--- config.mk ---
export PLATFORM = sky130hd
export DESIGN_NAME = lpd_power_ctl
export DESIGN_NICKNAME = d
export VERILOG_FILES = /design/src/lpd_power_ctl.v
export VERILOG_INCLUDE_DIRS = /design/src
export SDC_FILE = /design/constraint.sdc
export NUM_CORES = 1
export LEC_CHECK = 0
export BUFFER_PORTS_ARGS = -buffer_cell sky130_fd_sc_hd__buf_2
export CAP_MARGIN = 10
export CORE_UTILIZATION = 42
export DETAILED_ROUTE_END_ITERATION = 10
export GPL_TIMING_DRIVEN = 0
export PLACE_DENSITY = 0.67
export SYNTH_ARGS = -nofsm -noshare
export SYNTH_HDL_FRONTEND = slang
export SYNTH_SLANG_ARGS = --single-unit
export TNS_END_PERCENT = 10
--- constraint.sdc ---
create_clock -name clock -period 3.2 [get_ports clock]
set_input_delay 0.16 -clock clock [delete_from_list [all_inputs] [get_ports clock]]
set_output_delay 0.16 -clock clock [all_outputs]
set_load 0.05 [all_outputs]
--- src/lpd_power_defs.vh ---
// constants for the lcd power-mode and partial-display controller
`ifndef LPD_POWER_DEFS_VH
`define LPD_POWER_DEFS_VH
// ----------------------------------------
// clocking and timing
// ----------------------------------------
`define LPD_CLK_HZ 100000000
`define LPD_OSC_HZ 50000
`define LPD_OSC_DIV_W 12
`define LPD_OSC_SETTLE 8'h10
// ----------------------------------------
// register word addresses
// ----------------------------------------
`define LPD_ADDR_W 4
`define LPD_DATA_W 8
`define LPD_A_CTRL 4'h0
`define LPD_A_POWER 4'h1
`define LPD_A_OSC 4'h2
`define LPD_A_KEYEN 4'h3
`define LPD_A_STATUS 4'h4
`define LPD_A_MASK 4'h5
`define LPD_A_STATE 4'h6
`define LPD_A_DRIVE 4'h7
// ----------------------------------------
// field positions and reset values
// ----------------------------------------
`define LPD_CTRL_RST 8'h14
`define LPD_POWER_RST 8'h04
`define LPD_DRIVE_RST 8'h00
`define LPD_P_SLEEP 0
`define LPD_P_STBY 1
`define LPD_P_SUPPLY 2
`define LPD_P_CENTER 6
`define LPD_S_KEY 0
`define LPD_S_FRAME 1
`define LPD_S_OSC 2
`define LPD_NEV 3
// ----------------------------------------
// duty codes, scan lengths, row timing
// ----------------------------------------
`define LPD_DUTY_34 3'h4
`define LPD_DUTY_18 3'h2
`define LPD_DUTY_10 3'h1
`define LPD_SLOTS_34 6'h22
`define LPD_SLOTS_18 6'h12
`define LPD_SLOTS_10 6'h0A
`define LPD_ROWCLK_34 7'h14
`define LPD_ROWCLK_18 7'h26
`define LPD_ROWCLK_10 7'h44
`define LPD_PANEL_ROWS 6'h20
`define LPD_ROWS 40
`define LPD_ICONS 2
`define LPD_MODE_RUN 2'h0
`define LPD_MODE_SLEEP 2'h1
`define LPD_MODE_STBY 2'h2
`endif

--- src/lpd_power_ctl.v ---
// power-mode sequencing and partial-display row drive for the lcd controller
//
// The implementer's own choices: strobed register access and the register offsets.
`timescale 1ns/1ps
`default_nettype none
// ----------------------------------------
// ----------------------------------------
`include "lpd_power_defs.vh"

module lpd_power_ctl #(
  parameter OSC_DIV = `LPD_CLK_HZ / `LPD_OSC_HZ
) (
  input wire clock,
  input wire reset,
  input wire [`LPD_ADDR_W-1:0] regAddr,
  input wire [`LPD_DATA_W-1:0] regWrData,
  input wire regWrite,
  input wire regRead,
  output reg [`LPD_DATA_W-1:0] regRdData,
  input wire keyHit,
  output reg keyIrq_n,
  output reg irq,
  output reg keyScanRun,
  output reg oscRunning,
  output reg lcdSupplyOn,
  output reg columnDriveOn,
  output reg [`LPD_ROWS-1:0] rowDriveOn,
  output reg [`LPD_ROWS-1:0] rowSelect,
  output reg [`LPD_ICONS-1:0] iconRowDriveOn,
  output reg [`LPD_ICONS-1:0] iconRowSelect,
  output reg [1:0] boostLevel,
  output reg [4:0] contrastLevel,
  output reg [2:0] biasSelect,
  output reg frameStart
);

  // ----------------------------------------
  // software registers
  // ----------------------------------------
  reg [`LPD_DATA_W-1:0] ctrl_r; // duty, bias, centering
  reg [`LPD_DATA_W-1:0] power_r; // sleep, standby, supply
  reg [`LPD_DATA_W-1:0] drive_r; // boost and contrast
  reg keyIrqEn_r; // key interrupt enable
  reg [`LPD_NEV-1:0] status_r; // sticky events
  reg [`LPD_NEV-1:0] mask_r; // interrupt mask
  reg [`LPD_NEV-1:0] status_nxt;
  reg [`LPD_DATA_W-1:0] rdData_nxt;

  // ----------------------------------------
  // oscillator model and mode state
  // ----------------------------------------
  reg oscRun_r; // internal r-c oscillator running
  reg [`LPD_OSC_DIV_W-1:0] oscDiv_r; // divider to oscillator rate
  reg [7:0] settle_r; // ticks since restart
  reg oscStable_r; // settle count reached
  reg oscTick; // one-cycle oscillator enable
  wire [2:0] dutySel;
  wire centerEn;
  wire sleepReq;
  wire stbyReq;
  wire sleepEff;
  wire dispActive;
  wire wrAllowed;
  wire oscStartCmd;

  assign dutySel = ctrl_r[2:0];
  assign centerEn = ctrl_r[`LPD_P_CENTER];
  assign sleepReq = power_r[`LPD_P_SLEEP];
  assign stbyReq = power_r[`LPD_P_STBY];
  // standby is the superset, so it masks sleep
  assign sleepEff = sleepReq & ~stbyReq;
  // display runs only with neither low-power mode and a live clock
  assign dispActive = ~sleepReq & ~stbyReq & oscRun_r;
  // while the oscillator is halted in standby, only two addresses listen
  assign wrAllowed = ~(stbyReq & ~oscRun_r);
  assign oscStartCmd = regWrite & (regAddr == `LPD_A_OSC) & regWrData[0];

  // ----------------------------------------
  // scan timing
  // ----------------------------------------
  reg [6:0] rowTimer_r; // oscillator ticks inside one slot
  reg [5:0] scanIdx_r; // current scan slot
  reg [5:0] slots; // slots per frame
  reg [6:0] rowClks; // ticks per slot
  reg [5:0] charRows; // character rows in the frame
  reg [5:0] rowBase; // first panel row shown
  wire slotEnd;
  wire frameEnd;

  // decode of the duty field; unlisted codes fall back to full display
  always @* begin
    case (dutySel)
      `LPD_DUTY_18: begin // two lines
        slots = `LPD_SLOTS_18;
        rowClks = `LPD_ROWCLK_18; // about 73 Hz
      end
      `LPD_DUTY_10: begin // one line
        slots = `LPD_SLOTS_10;
        rowClks = `LPD_ROWCLK_10; // about 74 Hz
      end
      default: begin // four lines at 1/34
        slots = `LPD_SLOTS_34;
        rowClks = `LPD_ROWCLK_34; // about 74 Hz
      end
    endcase
    charRows = slots - 6'd`LPD_ICONS;
    // centering places the shown lines mid-panel
    if (centerEn) begin
      rowBase = (`LPD_PANEL_ROWS - charRows) >> 1;
    end else begin
      rowBase = 6'h00;
    end
  end

  assign slotEnd = oscTick & (rowTimer_r >= rowClks - 7'd1); // shorter slot set mid-slot ends it
  assign frameEnd = slotEnd & (scanIdx_r >= slots - 6'd1); // shorter duty never overruns

  // ----------------------------------------
  // oscillator divider and settle counter
  // ----------------------------------------
  // one clock domain: the oscillator is only an enable pulse here
  always @(posedge clock or posedge reset) begin
    if (reset) begin
      oscDiv_r <= {`LPD_OSC_DIV_W{1'b0}};
      oscTick <= 1'b0;
      oscRun_r <= 1'b1;
      settle_r <= 8'h00;
      oscStable_r <= 1'b0;
    end else begin
      oscTick <= 1'b0;
      if (oscStartCmd) begin // restart is always accepted
        oscRun_r <= 1'b1;
        if (!oscRun_r) begin
          settle_r <= 8'h00;
          oscStable_r <= 1'b0;
        end
      end else if (regWrite && wrAllowed && regAddr == `LPD_A_POWER &&
                   regWrData[`LPD_P_STBY] && !stbyReq) begin
        // entering standby halts the oscillator; sleep leaves it alone
        oscRun_r <= 1'b0;
        oscStable_r <= 1'b0;
      end
      if (oscRun_r) begin
        if (oscDiv_r == OSC_DIV[`LPD_OSC_DIV_W-1:0] - 1'b1) begin
          oscDiv_r <= {`LPD_OSC_DIV_W{1'b0}};
          oscTick <= 1'b1;
        end else begin
          oscDiv_r <= oscDiv_r + 1'b1;
        end
        // host waits for this before clearing standby
        if (oscTick && !oscStable_r) begin
          if (settle_r == `LPD_OSC_SETTLE - 8'h01) begin
            oscStable_r <= 1'b1;
          end
          settle_r <= settle_r + 8'h01;
        end
      end else begin
        oscDiv_r <= {`LPD_OSC_DIV_W{1'b0}};
      end
    end
  end

  // ----------------------------------------
  // frame scan counters
  // ----------------------------------------
  // counters restart at slot zero whenever display is off, so a wake
  // begins a clean frame with the old settings
  always @(posedge clock or posedge reset) begin
    if (reset) begin
      rowTimer_r <= 7'h00;
      scanIdx_r <= 6'h00;
    end else if (!dispActive) begin
      rowTimer_r <= 7'h00;
      scanIdx_r <= 6'h00;
    end else if (oscTick) begin
      if (slotEnd) begin
        rowTimer_r <= 7'h00;
        scanIdx_r <= frameEnd ? 6'h00 : scanIdx_r + 6'h01;
      end else begin
        rowTimer_r <= rowTimer_r + 7'h01;
      end
    end
  end

  // ----------------------------------------
  // row and column driver levels
  // ----------------------------------------
  reg [`LPD_ROWS-1:0] rowDrive_nxt;
  reg [`LPD_ROWS-1:0] rowSel_nxt;
  reg [`LPD_ICONS-1:0] iconDrive_nxt;
  reg [`LPD_ICONS-1:0] iconSel_nxt;
  reg [5:0] physRow;
  integer i;

  // driven but unselected is the off level; not driven is ground
  always @* begin
    rowDrive_nxt = {`LPD_ROWS{1'b0}};
    rowSel_nxt = {`LPD_ROWS{1'b0}};
    iconDrive_nxt = {`LPD_ICONS{1'b0}};
    iconSel_nxt = {`LPD_ICONS{1'b0}};
    physRow = rowBase + scanIdx_r;
    if (dispActive) begin
      // rows outside the window stay at the unselected level
      rowDrive_nxt = {`LPD_ROWS{1'b1}};
      iconDrive_nxt = {`LPD_ICONS{1'b1}};
      if (scanIdx_r < charRows) begin
        for (i = 0; i < `LPD_ROWS; i = i + 1) begin
          if (physRow == i[5:0]) begin
            rowSel_nxt[i] = 1'b1;
          end
        end
      end else begin
        iconSel_nxt[scanIdx_r - charRows == 6'h00 ? 0 : 1] = 1'b1;
      end
    end
    // sleep and standby leave every driver grounded
  end

  always @(posedge clock or posedge reset) begin
    if (reset) begin
      rowDriveOn <= {`LPD_ROWS{1'b0}};
      rowSelect <= {`LPD_ROWS{1'b0}};
      iconRowDriveOn <= {`LPD_ICONS{1'b0}};
      iconRowSelect <= {`LPD_ICONS{1'b0}};
      columnDriveOn <= 1'b0;
      frameStart <= 1'b0;
    end else begin
      rowDriveOn <= rowDrive_nxt;
      rowSelect <= rowSel_nxt;
      iconRowDriveOn <= iconDrive_nxt;
      iconRowSelect <= iconSel_nxt;
      columnDriveOn <= dispActive;
      frameStart <= frameEnd & dispActive;
    end
  end

  // ----------------------------------------
  // register writes
  // ----------------------------------------
  // settings are never cleared by a mode change
  always @(posedge clock or posedge reset) begin
    if (reset) begin
      ctrl_r <= `LPD_CTRL_RST;
      power_r <= `LPD_POWER_RST;
      drive_r <= `LPD_DRIVE_RST;
      keyIrqEn_r <= 1'b0;
      mask_r <= {`LPD_NEV{1'b0}};
    end else if (regWrite) begin
      // key interrupt enable is taken even in standby
      if (regAddr == `LPD_A_KEYEN) begin
        keyIrqEn_r <= regWrData[0];
      end
      if (wrAllowed) begin
        case (regAddr)
          `LPD_A_CTRL: ctrl_r <= {1'b0, regWrData[6:0]};
          `LPD_A_POWER: power_r <= {5'h00, regWrData[2:0]};
          `LPD_A_DRIVE: drive_r <= {1'b0, regWrData[6:0]};
          `LPD_A_MASK: mask_r <= regWrData[`LPD_NEV-1:0];
          default: ;
        endcase
      end
    end
  end

  // ----------------------------------------
  // sticky status, write one to clear
  // ----------------------------------------
  // a new event in the clearing cycle wins over the clear
  always @* begin
    status_nxt = status_r;
    if (regWrite && wrAllowed && regAddr == `LPD_A_STATUS) begin
      status_nxt = status_r & ~regWrData[`LPD_NEV-1:0];
    end
    // key detection works in every mode, standby included
    if (keyHit && keyIrqEn_r) begin
      status_nxt[`LPD_S_KEY] = 1'b1;
    end
    if (frameEnd && dispActive) begin
      status_nxt[`LPD_S_FRAME] = 1'b1;
    end
    if (oscTick && oscRun_r && !oscStable_r && settle_r == `LPD_OSC_SETTLE - 8'h01) begin
      status_nxt[`LPD_S_OSC] = 1'b1;
    end
  end

  always @(posedge clock or posedge reset) begin
    if (reset) begin
      status_r <= {`LPD_NEV{1'b0}};
    end else begin
      status_r <= status_nxt;
    end
  end

  // ----------------------------------------
  // read port, data one cycle after the strobe
  // ----------------------------------------
  always @* begin
    rdData_nxt = {`LPD_DATA_W{1'b0}};
    case (regAddr)
      `LPD_A_CTRL: rdData_nxt = ctrl_r;
      `LPD_A_POWER: rdData_nxt = power_r;
      `LPD_A_OSC: rdData_nxt = {6'h00, oscStable_r, oscRun_r};
      `LPD_A_KEYEN: rdData_nxt = {7'h00, keyIrqEn_r};
      `LPD_A_STATUS: rdData_nxt = {5'h00, status_r};
      `LPD_A_MASK: rdData_nxt = {5'h00, mask_r};
      `LPD_A_STATE: begin
        rdData_nxt[1:0] = stbyReq ? `LPD_MODE_STBY :
                          (sleepEff ? `LPD_MODE_SLEEP : `LPD_MODE_RUN);
        rdData_nxt[2] = dispActive;
        rdData_nxt[3] = (dutySel == `LPD_DUTY_18) | (dutySel == `LPD_DUTY_10);
      end
      `LPD_A_DRIVE: rdData_nxt = drive_r;
      default: rdData_nxt = {`LPD_DATA_W{1'b0}}; // unmapped reads zero
    endcase
  end

  // ----------------------------------------
  // registered outputs
  // ----------------------------------------
  always @(posedge clock or posedge reset) begin
    if (reset) begin
      regRdData <= {`LPD_DATA_W{1'b0}};
      keyIrq_n <= 1'b1;
      irq <= 1'b0;
      keyScanRun <= 1'b0;
      oscRunning <= 1'b0;
      lcdSupplyOn <= 1'b0;
      boostLevel <= 2'h0;
      contrastLevel <= 5'h00;
      biasSelect <= 3'h0;
    end else begin
      regRdData <= regRead ? rdData_nxt : {`LPD_DATA_W{1'b0}};
      keyIrq_n <= ~(status_r[`LPD_S_KEY] & keyIrqEn_r);
      irq <= |(status_r & mask_r);
      // scan runs in sleep, halts with the oscillator in standby
      keyScanRun <= oscRun_r & ~stbyReq;
      oscRunning <= oscRun_r;
      // supply drops only in a low-power mode with the bit cleared
      lcdSupplyOn <= ~((sleepReq | stbyReq) & ~power_r[`LPD_P_SUPPLY]);
      boostLevel <= drive_r[1:0];
      contrastLevel <= drive_r[6:2];
      biasSelect <= ctrl_r[5:3];
    end
  end

endmodule
`default_nettype wire

; After elaboration in Yosys (flattened, before gate mapping)
; Index checks and enable logic that the tools add are counted.
[classes]
addsub = 10
mul = 0
div_mod_pow = 0
magnitude_cmp = 5
n_eq_ne = 52
n_shift = 0
muxes = 84
bitwise = 24
reduce_logical = 28
[op_table]
columns = op, n
row1 = $mux 40, 3
row2 = $eq 6x5->1 const B, 16
row3 = $mux 1, 56
row4 = $eq 6x4->1 const B, 8
row5 = $eq 6x6->1 const B, 8
row6 = $mux 8, 5
row7 = $pmux 4 s8, 1
row8 = $eq 6x3->1 const B, 4
row9 = $mux 12, 2
row10 = $mux 6, 4
row11 = $mux 7, 3
row12 = $eq 4x3->1 const B, 4
row13 = $pmux 7 s2, 1
row14 = $add 12x1->12 const B, 1
row15 = $and 1x1->1, 12
row16 = $eq 12x11->1 const B, 1
row17 = $eq 6x2->1 const B, 2
row18 = $logic_and 1x1->1, 12
row19 = $logic_not 6->1, 2
row20 = $pmux 6 s2, 1
row21 = $reduce_and 3->1, 4
row22 = $add 8x1->8 const B, 1
row23 = $eq 4x2->1 const B, 2
row24 = $eq 8x4->1 const B, 1
row25 = other kinds (33), 49
[totals]
register_bits = 169
latchBits = 0
ram_bits = 0
rom_bits = 0
inputBits = 17
out_inout_bits = 109
wordCells = 233
memories = 0

; Depth between registers and ports, before layout
[depth]
depth_word = 12
ltp_mapped = 11

; Least setup slack after synthesis
; Ideal clock, no wire load.
[synth_path]
path_type = register to register
from = register ctrl_r[0]
to = register rowSelect[0]
arrival_time_ns = 2.701
path_slack_ns = 0.432
stages_incl_launch_ff = 11
path_cell_list = dfrtp_1 nor3b_1 inv_1 ha_1 and2_1 ha_1 a21o_1 a21oi_1 xor2_1 and2_0 and3_1
[synth_via]
elab_chain_cells = 10
word_cells_on_any_way = 12
classes_between = add/sub (3) / order compare (1) / eq/ne (2) / mux (5) / reduce/logical (1)
[synth_rtl]
columns = item, line
row1 = "start, declared", lpd_power_ctl.v:40  ; reg [`LPD_DATA_W-1:0] ctrl_r;
row2 = "start signal, assigned", lpd_power_ctl.v:243  ; ctrl_r <= `LPD_CTRL_RST;
row3 = "start signal, assigned", lpd_power_ctl.v:255  ; `LPD_A_CTRL: ctrl_r <= {1'b0, regWrData[6:0]};
row4 = $eq 3x1->1 or $eq 3x2->1 (tied branches), lpd_power_ctl.v:92  ; case (dutySel)
row5 = $pmux 6 s2 *, lpd_power_ctl.v:92
row6 = $sub 6x2->6 (no line) *, -
row7 = $sub 6x6->6 (no line), -
row8 = $mux 5, lpd_power_ctl.v:108  ; if (centerEn) begin
row9 = $add 6x6->6, lpd_power_ctl.v:201  ; physRow = rowBase + scanIdx_r;
row10 = $logic_not 6->1, lpd_power_ctl.v:208  ; if (physRow == i[5:0]) begin
row11 = $mux 1, lpd_power_ctl.v:208
row12 = $mux 40 *, lpd_power_ctl.v:206  ; if (scanIdx_r < charRows) begin
row13 = $mux 40 *, lpd_power_ctl.v:202  ; if (dispActive) begin
row14 = via rowSel_nxt[0], lpd_power_ctl.v:189  ; reg [`LPD_ROWS-1:0] rowSel_nxt;
row15 = "end signal, assigned", lpd_power_ctl.v:222  ; rowSelect <= {`LPD_ROWS{1'b0}};
row16 = "end signal, assigned", lpd_power_ctl.v:229  ; rowSelect <= rowSel_nxt;
row17 = "end, declared", lpd_power_ctl.v:28  ; output reg [`LPD_ROWS-1:0] rowSelect,
; The timed path passes the listed nets; every way through them passes the cells marked *.
; A chain may end at the register's enable or synchronous reset.

; Worst setup path in the final report
[layout_path]
from = register ctrl_r[0]
to = register rowSelect[4]
[layout_via]
elab_chain_cells = 10
word_cells_on_any_way = 12
classes_between = add/sub (3) / order compare (1) / eq/ne (3) / mux (5)
[layout_rtl]
columns = item, line
row1 = $eq 3x1->1 or $eq 3x2->1 (tied branches), lpd_power_ctl.v:92
row2 = $pmux 6 s2 *, lpd_power_ctl.v:92
row3 = $sub 6x2->6 (no line) *, -
row4 = $sub 6x6->6 (no line), -
row5 = $mux 5, lpd_power_ctl.v:108
row6 = $add 6x6->6, lpd_power_ctl.v:201
row7 = $eq 6x3->1, lpd_power_ctl.v:208
row8 = $mux 1, lpd_power_ctl.v:208
row9 = $mux 40 *, lpd_power_ctl.v:206
row10 = $mux 40 *, lpd_power_ctl.v:202
row11 = via rowSel_nxt[4], lpd_power_ctl.v:189
; Marked as above.

==> flow_summary.toml <==
[outcome]
status = "finished clean"

[clocking]
root_buffer_selected_by_cts = "sky130_fd_sc_hd__clkbuf_16"
clkTransAtPathRegs_ns = 0.06
cts_setup_buffers = 0
cts_tree = "built"
cts_num_sinks = 126
clk_latency_ns = 0.41
cts_made_buffers = 17
clock_path_buffers = 2
htreeDepth = 4

[worst_setup_path]
worst_reg2reg_path_length_in_cells = 10
setup.worst_path.end_class = "flop"
critical_path_class = "reg -> reg"
worst_ep_arrival_time_ns = 3.37
setup.reg_to_reg.worst_slack_ns = 0.18
critPathMostFrequentCell = "sky130_fd_sc_hd__ha_1"
worstReg2RegStart = "ctrl_r[0]"
cp.required_ns = 3.55
worst_setup_path_startpoint = "ctrl_r[0]"
worstReg2RegEnd = "rowSelect[4]"
critical_path.startpoint_type = "flop"
critical_path.slowest_cell = "sky130_fd_sc_hd__dfrtp_1"
critical_path.cell_chain = "nor3b_2 > inv_1 > ha_1 > and2_1 > ha_1 > a21o_1 > a21oi_1 > xor2_1 > and2_0 > and3_1"
worst-path-max-fanout = 8
timing.critical_path.slowest_cell_delay_ns = 0.41

[die]
die_w_um = 119.5
fp.coreArea_um2 = 13350
initial_utilization = 0.4343
row_count = 42
die_height_um = 119.5
io_pins = 126
die_area_um2 = 14280

[cells_and_area]
fillers = 1169
layout.area.seq_um2 = 3159
stdcell_count = 862
antenna_cells = 0
share_of_cells_above_drive_strength_1 = 0.3499
area_of_the_multi_input_gates_um2 = 2207
layout.nets = 713
areaGrowthSynthToFinish_pct = 27.13

[min_path]
whs_path_depth = 2
hold_class = "in -> reg"
worst_hold_path.endpoint = "regRdData[4]"
holdCritStartpoint = "regRead"

[global_route]
grt_start_max_net_pins = 46
globalRouteTotalUtil = 0.1797
grt_remaining_overflow = 0
antenna_found_initial = 0
wire_length_of_the_first_global_routing_pass_mm = 20.09
grt_pass1_vias = 4131

[routing]
routed_via_density = 4.897
detailroute.wirelength.met2_mm = 5.696
iteration_0_drc_markers = 370
wire_per_inst_um = 13.85
wirelength_met1_mm = 5.439
via_count = 4221
wirelength_mm = 11.94
highest-signal-layer = "met4"
ant_nets = 0
route.detailed.drc = 0
drt_first_pass_iters = 4
met3RoutedLength_um = 625

[logic_synthesis]
synth_top_cell_area_share = 0.5223
synth_top_cells_by_count = "sky130_fd_sc_hd__dfrtp_1 (121), sky130_fd_sc_hd__nor2_1 (53), sky130_fd_sc_hd__buf_4 (44)"
synth_area_leaders = "sky130_fd_sc_hd__dfrtp_1 (52%), sky130_fd_sc_hd__buf_4 (5.7%), sky130_fd_sc_hd__ha_1 (4.5%)"
yosys_register_bits = 126
share_of_async_settable_or_async_resettable_flops_after_synthesis = 1.000
synth_seq_area_share = 0.5450
postSynthCellCount = 524
yosys_warnings = 0
synth_cell_types = 56
synth-edff-count = 0
postSynthAreaPerCell_um2 = 11.06
mappedNetlistArea_um2 = 5797
most_frequent_cell_after_synthesis = "sky130_fd_sc_hd__dfrtp_1"
ys_dominant_reg_cell = "sky130_fd_sc_hd__dfrtp_1"
post-synth-top-area-cell = "sky130_fd_sc_hd__dfrtp_1"

[power_and_ir_drop]
cellPowerDensity_nw_per_um2 = 713.9
standby_leakage_power_uw = 0.003797
worst_ir_drop_vdd_mv = 0.5352

[job]
cap_violations = 0

[sta]
unrepaired_setup_endpoints_after_global_routing = "no"
post-route-worst-setup-slack_ns = 0.1828
min_period_ns = 3.017
maxSlewHeadroom = 0.2577
setup_violations = 0
fin_worst_skew_ns = 0.007264
maxSlewViolCount = 0
final_min_period_over_clock_period = 0.9429
worst_pin_slew_ns = 1.113
timing.setup.tns_ns = 0
timing_hold_violations_final = 0
fmaxAchievable_ghz = 0.3314

[placed_design]
routabilityCongestion = 0.8789
io_buffer_count = 121
estimated_wirelength_of_the_detail_placed_design_mm = 8.499
numPlacedInstances = 824
place_worst_setup_slack_ns = -0.08253
[report_power, final]
part	internal [uW]	total, uW	switching, uW	leakage [uW]
Combinational	426	1330	907	0.00183
Sequential	1770	1920	150	0.00166
Clock	1330	2010	685	0.000311
[per-stage QoR]
step | utilization | area [um^2] | hold slack (ns) | total power, uW
finish | 0.5521 | 7370 | 0.03101 | 5261
detailed placement | 0.4997 | 6670 | 0.3822 | 3271
global route | 0.5521 | 7370 | 0.01938 | 5495
CTS | 0.5518 | 7366 | 0.008243 | 5314
floorplan | - | 5804 | 0.2928 | 2970
global placement | 0.4967 | 6630 | 0.3822 | 3233
[worst max-delay path by stage]
stage / slack, ns / cells past startpoint / endpoint
2_1_floorplan: 0.43 / 10 / rowSelect[0]
3_3_place_gp: -0.06 / 11 / scanIdx_r[3]
3_5_place_dp: -0.08 / 10 / rowSelect[4]
4_1_cts: 0.14 / 10 / rowSelect[4]
5_1_grt: 0.007 / 10 / rowSelect[4]
6_report: 0.18 / 10 / rowSelect[4]
[per-layer routing]
layer	global-route usage	vias to the layer above
met4	0.07422	0
met1	0.2351	2027
met5	0	-
met3	0.04933	15
met2	0.2807	113
li1	-	2066
[cells by family after synthesis]
family	share of synthesized area
simple gates	0.1850
xor+xnor	0.03475
fa+ha+maj	0.05223
buf+inv	0.07641
compound gates	0.05979
other cells	0.0006469
mux	0.04619
flops	0.5450
[repair_timing]
item,4_1_cts,5_1_grt
resized for setup,1,2
endpoints found under the setup margin,29,19
endpoints found under the hold margin,46,0
hold buffers,6,0
gates cloned,0,0
[sequential cells by signal (all words and copies together) (netlist names), 3 cells and up]
| register | cells |
|---|---|
| rowSelect | 40 |
| oscDiv_r | 12 |
| settle_r | 8 |
| ctrl_r | 7 |
| drive_r | 7 |
| regRdData | 7 |
| rowTimer_r | 7 |
| scanIdx_r | 6 |
| contrastLevel | 5 |
| biasSelect | 3 |
| mask_r | 3 |
| power_r | 3 |
| status_r | 3 |
[critical path: cells and delay by family (launching register included)]
family	cells	cell delay [ns]
flip-flops	1	0.41
buffers and inverters	1	0.09
XOR/XNOR	1	0.40
adder cells (fa/ha/maj)	2	0.57
AO/OA/AOI/OAI	2	0.34
AND/OR/NAND/NOR	4	1.15
[cell type report]
| cell class | count | share of cell area |
|---|---|---|
| repair buffers | 129 | 0.09576 |
| inverters | 14 | 0.007640 |
| well taps | 176 | 0.02988 |
| clock inverters | 13 | 0.02547 |
| multi-input cells | 330 | 0.2995 |
| plain buffers | 55 | 0.05297 |
| clock buffers | 19 | 0.06010 |
| flip-flops and latches | 126 | 0.4287 |
[cells in the final DEF, fill, tap and decap left out, types with 6 or more instances in the layout]
cell	n
sky130_fd_sc_hd__xor2_1	17
sky130_fd_sc_hd__a21oi_1	14
sky130_fd_sc_hd__nor2_1	53
sky130_fd_sc_hd__nand3_1	28
sky130_fd_sc_hd__o21ai_0	15
sky130_fd_sc_hd__mux2_2	22
sky130_fd_sc_hd__buf_4	44
sky130_fd_sc_hd__dlygate4sd3_1	6
sky130_fd_sc_hd__dfrtp_1	121
sky130_fd_sc_hd__buf_2	123
sky130_fd_sc_hd__inv_1	13
sky130_fd_sc_hd__nand4_1	12
sky130_fd_sc_hd__xnor2_1	6
sky130_fd_sc_hd__nor2b_1	9
sky130_fd_sc_hd__ha_1	21
sky130_fd_sc_hd__nand2_1	33
sky130_fd_sc_hd__and3_1	26
sky130_fd_sc_hd__clkbuf_16	17
sky130_fd_sc_hd__clkbuf_1	7
Note: power is estimated with default switching activity, not from simulation.
